[config.mk]
export PLATFORM = sky130hd
export DESIGN_NAME = dtsc_top
export DESIGN_NICKNAME = d
export VERILOG_FILES = /design/src/verilog/dtsc_pkg.sv /design/src/verilog/dtsc_top.sv
export VERILOG_INCLUDE_DIRS = /design/src /design/src/verilog
export SDC_FILE = /design/constraint.sdc
export NUM_CORES = 1
export LEC_CHECK = 0
export BUFFER_PORTS_ARGS = -buffer_cell sky130_fd_sc_hd__buf_2
export CORE_MARGIN = 2
export CORE_UTILIZATION = 39
export DETAILED_ROUTE_END_ITERATION = 10
export HOLD_SLACK_MARGIN = 0.03
export PLACE_DENSITY = 0.78
export SLEW_MARGIN = 20
export SYNTH_ARGS = -nofsm -noshare
export SYNTH_HDL_FRONTEND = slang
export SYNTH_SLANG_ARGS = --single-unit
[constraint.sdc]
create_clock -name core_clk_i -period 2.03 [get_ports core_clk_i]
set_clock_uncertainty 0.2 [all_clocks]
set_input_delay 0.1015 -clock core_clk_i [delete_from_list [all_inputs] [get_ports core_clk_i]]
set_output_delay 0.1015 -clock core_clk_i [all_outputs]
set_load 0.05 [all_outputs]
[src/verilog/dtsc_defs.svh]
// register offsets, field positions and reset values of the debug trace block
`ifndef DTSC_DEFS_SVH
`define DTSC_DEFS_SVH

// register indices; byte address is four times the index
`define DTSC_IDX_CONTROL 6'h20
`define DTSC_IDX_STATUS 6'h21
`define DTSC_IDX_SETUP 6'h22
`define DTSC_IDX_PAIRING 6'h23
`define DTSC_IDX_COUNT 6'h26

// debug_control_one fields
`define DTSC_CTRL_ARM_BIT 7
`define DTSC_CTRL_IMMEDIATE_TRIGGER_REQUEST_BIT 6
`define DTSC_CTRL_VIS_LSB 0

// debug_state_status and trace_line_count fields
`define DTSC_FULL_BIT 7

// trace_setup fields
`define DTSC_SETUP_REQ_BIT 6
`define DTSC_SETUP_MODE_LSB 2
`define DTSC_SETUP_ALIGN_BIT 0

// state field codes
`define DTSC_SSF_IDLE 3'h0
`define DTSC_SSF_FIRST 3'h1
`define DTSC_SSF_FINAL 3'h4

// last line count before the wrap; one more captured line sets the full flag
`define DTSC_CNT_LAST 6'h3F

`define DTSC_BYTE_ZERO 8'h00
`define DTSC_WORD_ZERO 32'h0000_0000

`endif

[src/verilog/dtsc_pkg.sv]
// types shared by the debug trace status and control block
package dtsc_pkg;

    typedef enum logic [1:0] {
        DTSC_MODE_NORMAL = 2'h0,
        DTSC_MODE_LOOP_SUPPRESS = 2'h1,
        DTSC_MODE_DETAIL = 2'h2,
        DTSC_MODE_PC_ONLY = 2'h3
    } dtsc_trace_mode_type;

    typedef enum logic [1:0] {
        DTSC_PAIR_SEPARATE = 2'h0,
        DTSC_PAIR_INSIDE = 2'h1,
        DTSC_PAIR_OUTSIDE = 2'h2,
        DTSC_PAIR_RESERVED = 2'h3
    } dtsc_pairing_type;

    // bus handshake phase, one-hot
    typedef enum logic [1:0] {
        DTSC_BUS_WAIT = 2'b01,
        DTSC_BUS_DONE = 2'b10
    } dtsc_bus_state_type;

endpackage

[src/verilog/dtsc_top.sv]
// debug trace status, trace setup and comparator pairing registers
//
// Decided for this implementation: the Avalon-MM slave port.
`timescale 1ns/100ps
`include "dtsc_defs.svh"

module dtsc_top
    import dtsc_pkg::*;
(
    input wire logic core_clk_i,
    input wire logic reset_i,
    input wire logic por_reset_i,
    input wire logic [7:0] avs_address_i,
    input wire logic avs_read_i,
    input wire logic avs_write_i,
    input wire logic [3:0] avs_byteenable_i,
    input wire logic [31:0] avs_writedata_i,
    output logic [31:0] avs_readdata_o,
    output logic avs_waitrequest_o,
    input wire logic secure_i,
    input wire logic line_captured_i,
    input wire logic seq_state_valid_i,
    input wire logic [2:0] seq_state_i,
    input wire logic session_end_i,
    input wire logic cmp_a_hit_i,
    input wire logic cmp_b_hit_i,
    input wire logic above_a_i,
    input wire logic below_b_i,
    output logic armed_o,
    output logic immediate_trigger_o,
    output logic [1:0] comparator_visibility_o,
    output logic trace_enable_o,
    output logic trace_read_allow_o,
    output logic [1:0] trace_mode_o,
    output logic trigger_alignment_o,
    output logic match0_o,
    output logic match1_o
);

    dtsc_bus_state_type bus_state_reg;
    dtsc_trace_mode_type trace_mode_select_reg;
    dtsc_pairing_type comparator_pairing_field_reg;
    logic secure_meta_reg, secure_reg, arm_reg, trigger_reg;
    logic buffer_full_flag_reg, trace_request_enable_reg;
    logic trigger_alignment_reg, read_allow_reg;
    logic [1:0] visibility_reg;
    logic [5:0] line_count_reg, reg_idx;
    logic [2:0] sequencer_state_field_reg;
    logic [31:0] readdata_reg;
    logic match0_reg, match1_reg, match0_next, match1_next, inside_range;
    logic any_req, wr_fire, addr_ok, wr_ctrl, wr_setup, wr_pair;
    logic arm_set, arm_clear_sw, count_wrap;
    logic [7:0] status_rd, count_rd, ctrl_rd, setup_rd, pair_rd, rd_byte;
    assign any_req = avs_read_i || avs_write_i;
    assign wr_fire = avs_write_i && (bus_state_reg == DTSC_BUS_DONE)
        && avs_byteenable_i[0];
    assign addr_ok = (avs_address_i[1:0] == 2'b00);
    assign reg_idx = avs_address_i[7:2];
    assign wr_ctrl = wr_fire && addr_ok && (reg_idx == `DTSC_IDX_CONTROL);
    assign wr_setup = wr_fire && addr_ok && (reg_idx == `DTSC_IDX_SETUP);
    assign wr_pair = wr_fire && addr_ok && (reg_idx == `DTSC_IDX_PAIRING);
    assign arm_set = wr_ctrl && avs_writedata_i[`DTSC_CTRL_ARM_BIT];
    assign arm_clear_sw = wr_ctrl && !avs_writedata_i[`DTSC_CTRL_ARM_BIT]
        && arm_reg;
    assign count_wrap = arm_reg && line_captured_i
        && (line_count_reg == `DTSC_CNT_LAST);
    // bus handshake: waitrequest drops one cycle after the request rises
    always_ff @(posedge core_clk_i) begin
        if (reset_i || por_reset_i) begin
            bus_state_reg <= DTSC_BUS_WAIT;
        end else begin
            case (bus_state_reg)
                DTSC_BUS_WAIT: begin
                    if (any_req) begin
                        bus_state_reg <= DTSC_BUS_DONE;
                    end
                end
                DTSC_BUS_DONE: bus_state_reg <= DTSC_BUS_WAIT;
                default: bus_state_reg <= DTSC_BUS_WAIT;
            endcase
        end
    end
    // secure level comes from outside the clock domain
    always_ff @(posedge core_clk_i) begin
        if (reset_i || por_reset_i) begin
            secure_meta_reg <= 1'b1;
            secure_reg <= 1'b1;
        end else begin
            secure_meta_reg <= secure_i;
            secure_reg <= secure_meta_reg;
        end
    end

    // arm bit and visibility field accept writes anytime, the trigger pulse only while not secure
    always_ff @(posedge core_clk_i) begin
        if (reset_i || por_reset_i) begin
            arm_reg <= 1'b0;
            visibility_reg <= 2'b00;
            trigger_reg <= 1'b0;
        end else begin
            if (wr_ctrl) begin
                arm_reg <= avs_writedata_i[`DTSC_CTRL_ARM_BIT];
                visibility_reg <= avs_writedata_i[`DTSC_CTRL_VIS_LSB +: 2];
            end else if (session_end_i) begin
                arm_reg <= 1'b0;
            end
            // secure mode cannot start a session by trigger
            trigger_reg <= wr_ctrl && !secure_reg
                && avs_writedata_i[`DTSC_CTRL_IMMEDIATE_TRIGGER_REQUEST_BIT];
        end
    end

    // buffer full flag and line count survive system reset
    always_ff @(posedge core_clk_i) begin
        if (por_reset_i) begin
            buffer_full_flag_reg <= 1'b0;
            line_count_reg <= 6'h00;
        // a capture at a system reset edge is dropped, flag left untouched
        end else if (!reset_i) begin
            // set on wrap, set wins over clear
            if (count_wrap) begin
                buffer_full_flag_reg <= 1'b1;
            end else if (arm_set) begin
                buffer_full_flag_reg <= 1'b0;
            end
            if (arm_set) begin
                line_count_reg <= 6'h00;
            end else if (arm_reg && line_captured_i) begin
                line_count_reg <= line_count_reg + 6'h01;
            end
        end
    end

    // state field tracks the sequencer
    always_ff @(posedge core_clk_i) begin
        if (reset_i || por_reset_i) begin
            sequencer_state_field_reg <= `DTSC_SSF_IDLE;
        end else begin
            if (arm_set) begin
                sequencer_state_field_reg <= `DTSC_SSF_FIRST;
            end else if (session_end_i && arm_reg) begin
                sequencer_state_field_reg <= `DTSC_SSF_IDLE;
            end else if (arm_clear_sw) begin
                sequencer_state_field_reg <= sequencer_state_field_reg;
            end else if (arm_reg && seq_state_valid_i
                    && seq_state_i <= `DTSC_SSF_FINAL) begin
                sequencer_state_field_reg <= seq_state_i;
            end
        end
    end

    // trace setup fields
    always_ff @(posedge core_clk_i) begin
        if (reset_i || por_reset_i) begin
            trace_request_enable_reg <= 1'b0;
            trace_mode_select_reg <= DTSC_MODE_NORMAL;
            trigger_alignment_reg <= 1'b0;
        end else begin
            if (wr_setup && !secure_reg && !arm_reg) begin
                trace_request_enable_reg <=
                    avs_writedata_i[`DTSC_SETUP_REQ_BIT];
            end else if (secure_reg) begin
                trace_request_enable_reg <= 1'b0;
            end
            if (wr_setup && !arm_reg) begin
                trace_mode_select_reg <= dtsc_trace_mode_type'(
                    avs_writedata_i[`DTSC_SETUP_MODE_LSB +: 2]);
                trigger_alignment_reg <=
                    avs_writedata_i[`DTSC_SETUP_ALIGN_BIT];
            end
        end
    end

    // pairing field
    always_ff @(posedge core_clk_i) begin
        if (reset_i || por_reset_i) begin
            comparator_pairing_field_reg <= DTSC_PAIR_SEPARATE;
        end else begin
            if (wr_pair && !arm_reg) begin
                comparator_pairing_field_reg <=
                    dtsc_pairing_type'(avs_writedata_i[1:0]);
            end
        end
    end

    assign inside_range = above_a_i && below_b_i;
    always_comb begin
        match0_next = 1'b0;
        match1_next = 1'b0;
        case (comparator_pairing_field_reg)
            DTSC_PAIR_SEPARATE: begin
                match0_next = cmp_a_hit_i;
                match1_next = cmp_b_hit_i;
            end
            DTSC_PAIR_INSIDE: match0_next = inside_range;
            DTSC_PAIR_OUTSIDE: match0_next = !inside_range;
            default: match0_next = cmp_a_hit_i;
        endcase
    end

    // registered outputs; read permission lags the bits by one cycle
    always_ff @(posedge core_clk_i) begin
        if (reset_i || por_reset_i) begin
            match0_reg <= 1'b0;
            match1_reg <= 1'b0;
            read_allow_reg <= 1'b0;
        end else begin
            match0_reg <= match0_next;
            match1_reg <= match1_next;
            read_allow_reg <= trace_request_enable_reg && !arm_reg;
        end
    end
    assign status_rd = {buffer_full_flag_reg, 4'h0,
        sequencer_state_field_reg};
    assign count_rd = {buffer_full_flag_reg, 1'b0, line_count_reg};
    // trigger bit always reads zero
    assign ctrl_rd = {arm_reg, 5'h00, visibility_reg};
    assign setup_rd = {1'b0, trace_request_enable_reg, 2'b00,
        trace_mode_select_reg, 1'b0, trigger_alignment_reg};
    assign pair_rd = {6'h00, comparator_pairing_field_reg};

    always_comb begin
        rd_byte = `DTSC_BYTE_ZERO;
        if (addr_ok) begin
            case (reg_idx)
                `DTSC_IDX_CONTROL: rd_byte = ctrl_rd;
                `DTSC_IDX_STATUS: rd_byte = status_rd;
                `DTSC_IDX_SETUP: rd_byte = setup_rd;
                `DTSC_IDX_PAIRING: rd_byte = pair_rd;
                `DTSC_IDX_COUNT: rd_byte = count_rd;
                default: rd_byte = `DTSC_BYTE_ZERO;
            endcase
        end
    end
    // read data captured in the wait cycle so it stands at the answer edge
    always_ff @(posedge core_clk_i) begin
        if (reset_i || por_reset_i) begin
            readdata_reg <= `DTSC_WORD_ZERO;
        end else if (avs_read_i && bus_state_reg == DTSC_BUS_WAIT) begin
            readdata_reg <= {24'h00_0000, rd_byte};
        end
    end
    assign avs_readdata_o = readdata_reg;
    // the one-hot wait bit is the flip-flop itself
    assign avs_waitrequest_o = bus_state_reg[0];
    assign armed_o = arm_reg;
    assign immediate_trigger_o = trigger_reg;
    assign comparator_visibility_o = visibility_reg;
    assign trace_enable_o = trace_request_enable_reg;
    assign trace_read_allow_o = read_allow_reg;
    assign trace_mode_o = trace_mode_select_reg;
    assign trigger_alignment_o = trigger_alignment_reg;
    assign match0_o = match0_reg;
    assign match1_o = match1_reg;
endmodule // dtsc_top
=== After elaboration in Yosys (flattened, before gate mapping) ===
Cells that the tools add are included.

* Add/sub/neg operators: 1
* $mul: 0
* Divide/modulo/power cells: 0
* $lt $le $gt $ge: 1
* Equality and inequality tests: 11
* Shift operators: 0
* Multiplexer cells: 15
* Bitwise gates (word level): 4
* Reduce and logical (&&, ||, !) cells: 43

{| class="wikitable"
|+ Operators by type and width
! cell !! count
|-
| one-hot mux 8 bit (5 select lines) || 1
|-
| equality test 6 bit, second input constant || 6
|-
| logical AND 1 bit || 23
|-
| 2-to-1 mux 6 bit || 2
|-
| 2-to-1 mux 1 bit || 10
|-
| 2-to-1 mux 8 bit || 1
|-
| AND reduction 2 bit || 4
|-
| nonzero test 2 bit || 4
|-
| adder 6 x 1 -> 6 bit, second input constant || 1
|-
| equality test 2 x 1 -> 1 bit, second input constant || 2
|-
| equality test 2 bit, second input constant || 2
|-
| zero test 1 bit || 4
|-
| zero test 2 bit || 2
|-
| NOT 1 bit || 4
|-
| OR reduction 2 bit || 2
|-
| <= comparator 3 bit, second input constant || 1
|-
| != test 3 x 2 -> 1 bit, second input constant || 1
|-
| nonzero test 3 bit || 1
|-
| OR reduction 3 bit || 1
|-
| logical OR 1 bit || 2
|-
| one-hot mux 1 bit (2 select lines) || 1
|}

* Bits in registers: 35
* Latch bits: 0
* Bits in writable memories: 0
* ROM bits: 0
* Input bits: 60
* Output and inout bits: 44
* Logic and storage cells: 93
* Memories kept: 0

=== Logic depth before layout (Yosys ltp) ===
* Depth after elaboration: 10
* Gate-level depth with buffers: 6
* Depth with buffers taken out: 4

=== Worst setup path after synthesis ===
OpenSTA, ideal clock, no wires.

* Path type: register to register
* Start point: register arm_reg (netlist: armed_o)
* End point: register sequencer_state_field_reg[1]
* Library setup time: 0.070 ns
* Arrival: 1.906 ns
* Required time: 1.760 ns
* Path slack: -0.146 ns
* Stages on the path, launching flop included: 6
* Path buffers: 1
* Cell sequence: dfxtp_1 -> clkbuf_1 -> or4b_2 -> nor4_1 -> o21ai_0 -> a21oi_1

* Word-level cells in the longest chain between the ends: 3
* Elaborated cells on any way between the ends: 7

{| class="wikitable"
|+ RTL lines
! item !! RTL line !! source
|-
| start: declaration || dtsc_top.sv:43 || <nowiki>logic secure_meta_reg, secure_reg, arm_reg, trigger_reg;</nowiki>
|-
| start signal: assignment || dtsc_top.sv:102 || <nowiki>arm_reg <= avs_writedata_i[`DTSC_CTRL_ARM_BIT];</nowiki>
|-
| logical AND 1 bit (on tied branches) || dtsc_top.sv:145, dtsc_top.sv:63 ||
|-
| logical AND 1 bit (no source line) / NOT 1 bit (equally long branches) || n/a ||
|-
| AND reduction 2 bit (no source line) || n/a ||
|-
| end signal: assignment || dtsc_top.sv:142 || <nowiki>sequencer_state_field_reg <= `DTSC_SSF_IDLE;</nowiki>
|-
| end signal: assignment || dtsc_top.sv:144 || <nowiki>sequencer_state_field_reg <= sequencer_state_field_reg;</nowiki>
|-
| end signal: assignment || dtsc_top.sv:147 || <nowiki>sequencer_state_field_reg <= seq_state_i;</nowiki>
|-
| end: declaration || dtsc_top.sv:48 || <nowiki>logic [2:0] sequencer_state_field_reg;</nowiki>
|}

Several ways; a longest one is shown, not always the timed one.
A chain may end at the register's enable or synchronous reset.

=== Final worst setup path ===
* Start point: register bus_state_reg[0]
* End point: register line_count_reg[0]

* Word-level cells in the longest chain between the ends: 8
* Elaborated cells on any way between the ends: 9

{| class="wikitable"
|+ RTL lines
! item !! RTL line !! source
|-
| start: declaration || dtsc_top.sv:40 || <nowiki>dtsc_bus_state_type bus_state_reg;</nowiki>
|-
| start signal: assignment || dtsc_top.sv:70 || <nowiki>bus_state_reg <= DTSC_BUS_WAIT;</nowiki>
|-
| start signal: assignment || dtsc_top.sv:75 || <nowiki>bus_state_reg <= DTSC_BUS_DONE;</nowiki>
|-
| start signal: assignment || dtsc_top.sv:78 || <nowiki>DTSC_BUS_DONE: bus_state_reg <= DTSC_BUS_WAIT;</nowiki>
|-
| equality test 2 bit * || dtsc_top.sv:55 || <nowiki>assign wr_fire = avs_write_i && (bus_state_reg == DTSC_BUS_DONE)</nowiki>
|-
| logical AND 1 bit * || dtsc_top.sv:55 ||
|-
| logical AND 1 bit * || dtsc_top.sv:56 || <nowiki>&& avs_byteenable_i[0];</nowiki>
|-
| logical AND 1 bit * (2 in a row) || dtsc_top.sv:59 || <nowiki>assign wr_ctrl = wr_fire && addr_ok && (reg_idx == `DTSC_IDX_CONTROL);</nowiki>
|-
| logical AND 1 bit * || dtsc_top.sv:62 || <nowiki>assign arm_set = wr_ctrl && avs_writedata_i[`DTSC_CTRL_ARM_BIT];</nowiki>
|-
| nonzero test 2 bit (no source line) || n/a ||
|-
| AND reduction 2 bit (no source line) || n/a ||
|-
| end signal: assignment || dtsc_top.sv:129 || <nowiki>line_count_reg <= line_count_reg + 6'h01;</nowiki>
|-
| end: declaration || dtsc_top.sv:47 || <nowiki>logic [5:0] line_count_reg, reg_idx;</nowiki>
|}

Every way passes the cells marked *; elsewhere a longest branch is shown, timed or not.

==> summary.txt <==
Detailed routing
  • Routed wl met3: approximately 240 um
  • DRT Pass-1 Iters: 4
  • Metal2 WL: 1.97 mm
  • DRC viols: 0
  • M1 wire length: slightly below 2 mm
  • WL final: 4.22 mm
  • Vias/cell: 4.96
  • Top Layer Used: met4
  • Routed length per instance: 12.3 um
  • Via Count: 1696
  • Detail Route Antenna Nets: 0
  • Initial detailed-routing violation count: around 110

Min path
  • Hold path startpoint: avs_writedata_i[7]
  • Hold/Removal Path Class: primary input to flip-flop
  • WHS Path Cells: 4
  • Hold Path End: line_count_reg[1]

Clock network
  • Clock tree sinks: 35
  • Inserted Clock Buffers: 5
  • CTS tree: done
  • Worst-Skew Late Latency: 0.29 ns
  • Root buffer cell: clkbuf_8
  • Clock slew at reported path FFs: about 0.070 ns
  • Clock buffer depth: 2
  • Depth of the CTS H-tree: 2

Final layout
  • Nets: 353
  • Layout cells sized above 1: about 29%
  • Commonest non-fill, non-tap cells in the layout: 50 x buf_2, 33 x dfxtp_1, 24 x conb_1
  • Fin area: about 2400 sq um
  • Diode count: 0
  • Area delta synth->final: 34.1%
  • Most common cell after layout, fill and taps aside: buf_2
  • Max reg flops: 8
  • Final design utilization: 55.1%

Logic synthesis
  • Adder-Cell Fraction of Synth Area: 2.76%
  • Simple-gate share of the synthesized area: 23.2%
  • Avg Cell Area, Syn: 8.81 sq um
  • Post-Syn Instances: 206
  • Fraction of registers with async set/reset: 0%
  • FF+latch count, synth: 35
  • Post-Synth XOR/XNOR Area: approximately 2.4%
  • Sequential share of the synthesized area: about two fifths
  • Synth Area in Compound Gates: 13.3%
  • Mapped Area: between 1500 and 2000 sq um
  • Number of synthesized flops with an enable pin: 0
  • Post-synth cell types: 43
  • Main combinational cell family by area after synthesis: simple AND/OR/NAND/NOR gates
  • Post-synthesis mux area share: 5.59%
  • Most used flip-flop cell after synthesis: dfxtp_1
  • Ys Warns: 0

Global routing
  • Number of global-route vias before repair: roughly 1500
  • Pin count of the biggest net entering global routing: 17
  • Overall Global Routing Usage: 16.6%
  • Grt total ovfl: 0
  • Initial antenna violation count: 0
  • First-pass GRT wire length: 6.70 mm

Power and ir drop
  • Net switching power: between 0.0004 and 0.0005 W
  • Lkg Pwr: 1.09 nW
  • Pwr dens: between 600 and 700 nW/um^2
  • Sequential fraction of design power: 44.4%
  • Switch share: 27.6%
  • Clock Power Share: 40.1%
  • Combinational power share: 15.5%
  • Maximum vdd drop: 441 uV
  • Cell Int Power: around 0.0011 W

Job
  • Max_cap viols: 0

Floorplanning
  • Chip width: just over 70 um
  • Rows: 24
  • Die Y: 72.2 um
  • # IOs: 104
  • Starting Density: 41.1%
  • Die ar.: 5210 sq um
  • Core Box Area: 4410 sq um

Timing
  • Hold Slack: 0.0534 ns
  • RSZ-0062 raised after global routing: no
  • Finish-stage setup viols: 0
  • Slew Limit Fails: 0
  • Final hold vios: 0
  • Crit share post-route: 95.7%
  • Final WS setup: 0.0878 ns
  • Post-layout min period: roughly 1.9 ns
  • Fmax: 515 MHz
  • TNS Setup: 0 ns

Setup path
  • CP endpoint kind: flip-flop
  • Reg2reg setup slack: ~0.088 ns
  • Required time of the critical path: 2.02 ns
  • Reg2reg end: line_count_reg[0]
  • Largest fanout on the critical path: 6
  • Worst setup path category: flip-flop to flip-flop
  • Crit path arrival time: between 1.5 and 2 ns
  • Worst setup SP type: flip-flop
  • R2r worst-path depth: 5
  • Reg2reg start: bus_state_reg[0]

Outcome
  • Status: finished clean

Placement
  • GP Congestion: 0.815
  • HPWL Detailed: 3.20 mm
  • Worst slack, placed: -0.0705 ns
  • # port buffers: 50
  • Placed cell area: 2110 sq um
-- routing by layer --
metal,up-vias,global-route usage (%)
li1,854,-
met1,775,21.1
met2,59,27.3
met3,8,4.17
met4,0,5.87
met5,-,0
-- critical path, cell delays in order, from the launching register on --
cell	delay, ns
dfxtp_2	0.33
nand4b_1	0.23
or4b_4	0.61
o31ai_4	0.26
buf_4	0.17
nor2_1	0.04
-- logic make-up (layout without fill, tap and decap cells) --
family	after synthesis	count (layout)
other cells	1	24
compound gates	32	32
mux	10	10
simple gates	78	78
buf+inv	41	102
flops	35	35
fa+ha+maj	4	4
xor+xnor	5	5
-- area by class of cell --
class	instances	area, sq um
Inverter	9	33.8
Fill cell	407	1980
Clock buffer	5	68.8
Timing Repair Buffer	85	564
Sequential cell	35	703
Tap cell	52	65.1
Multi-Input combinational cell	153	955
Clock inverter	3	43.8
-- worst max path at each step --
stage | cells after the start | from | slack, ns | to
after floorplan | 5 | armed_o | 0.01 | sequencer_state_field_reg[1]
after detailed placement | 6 | avs_address_i[5] | -0.07 | line_count_reg[0]
after global placement | 6 | avs_address_i[5] | -0.06 | line_count_reg[5]
after global routing | 5 | bus_state_reg[0] | 0.004 | line_count_reg[4]
final | 5 | bus_state_reg[0] | 0.09 | line_count_reg[0]
after CTS | 5 | reset_i | 0.04 | match0_o
-- synthesized netlist by cell type, drive strengths merged (2+ instances only) --
master,number,area [sq um]
o21ai,7,35.0
xor2,4,35.0
o32ai,2,17.5
inv,9,33.8
dfxtp,35,701
a21oi,5,25.0
nand2,20,75.1
a32oi,4,35.0
buf,25,191
and3,5,31.3
a211oi,2,15.0
o211ai,4,30.0
a221oi,2,17.5
clkbuf,7,26.3
nor3,2,10.0
mux2i,9,90.1
or4b,3,37.5
nand4,2,12.5
or2,3,18.8
nor3b,2,15.0
nor2,18,67.6
nand3,10,50.1
nor4b,2,17.5
nand3b,2,15.0
or3,3,18.8
ha,4,50.1
-- repair_timing --
action                     CTS  global route
setup endpoints to repair    0             6
setup buffers                0             1
hold endpoints to repair    20             0
hold buffers                19             0
gates resized for setup      0             3
-- through the flow --
stage | std cells | power (W)
after floorplan | 229 | 0.000893
after global placement | 314 | 0.000919
after detailed placement | 314 | 0.000921
after CTS | 341 | 0.00156
after global routing | 342 | 0.00162
final | 342 | 0.00156
-- power by group through the flow --
stage	clock network, W	registers, W	logic (W)
3_5_place_dp	0	0.000710	0.000212
2_1_floorplan	0	0.000719	0.000174
4_1_cts	0.000632	0.000693	0.000239
5_1_grt	0.000665	0.000694	0.000259
6_report	0.000627	0.000694	0.000243
3_3_place_gp	0	0.000709	0.000210
(Power assumes the default switching activity.)
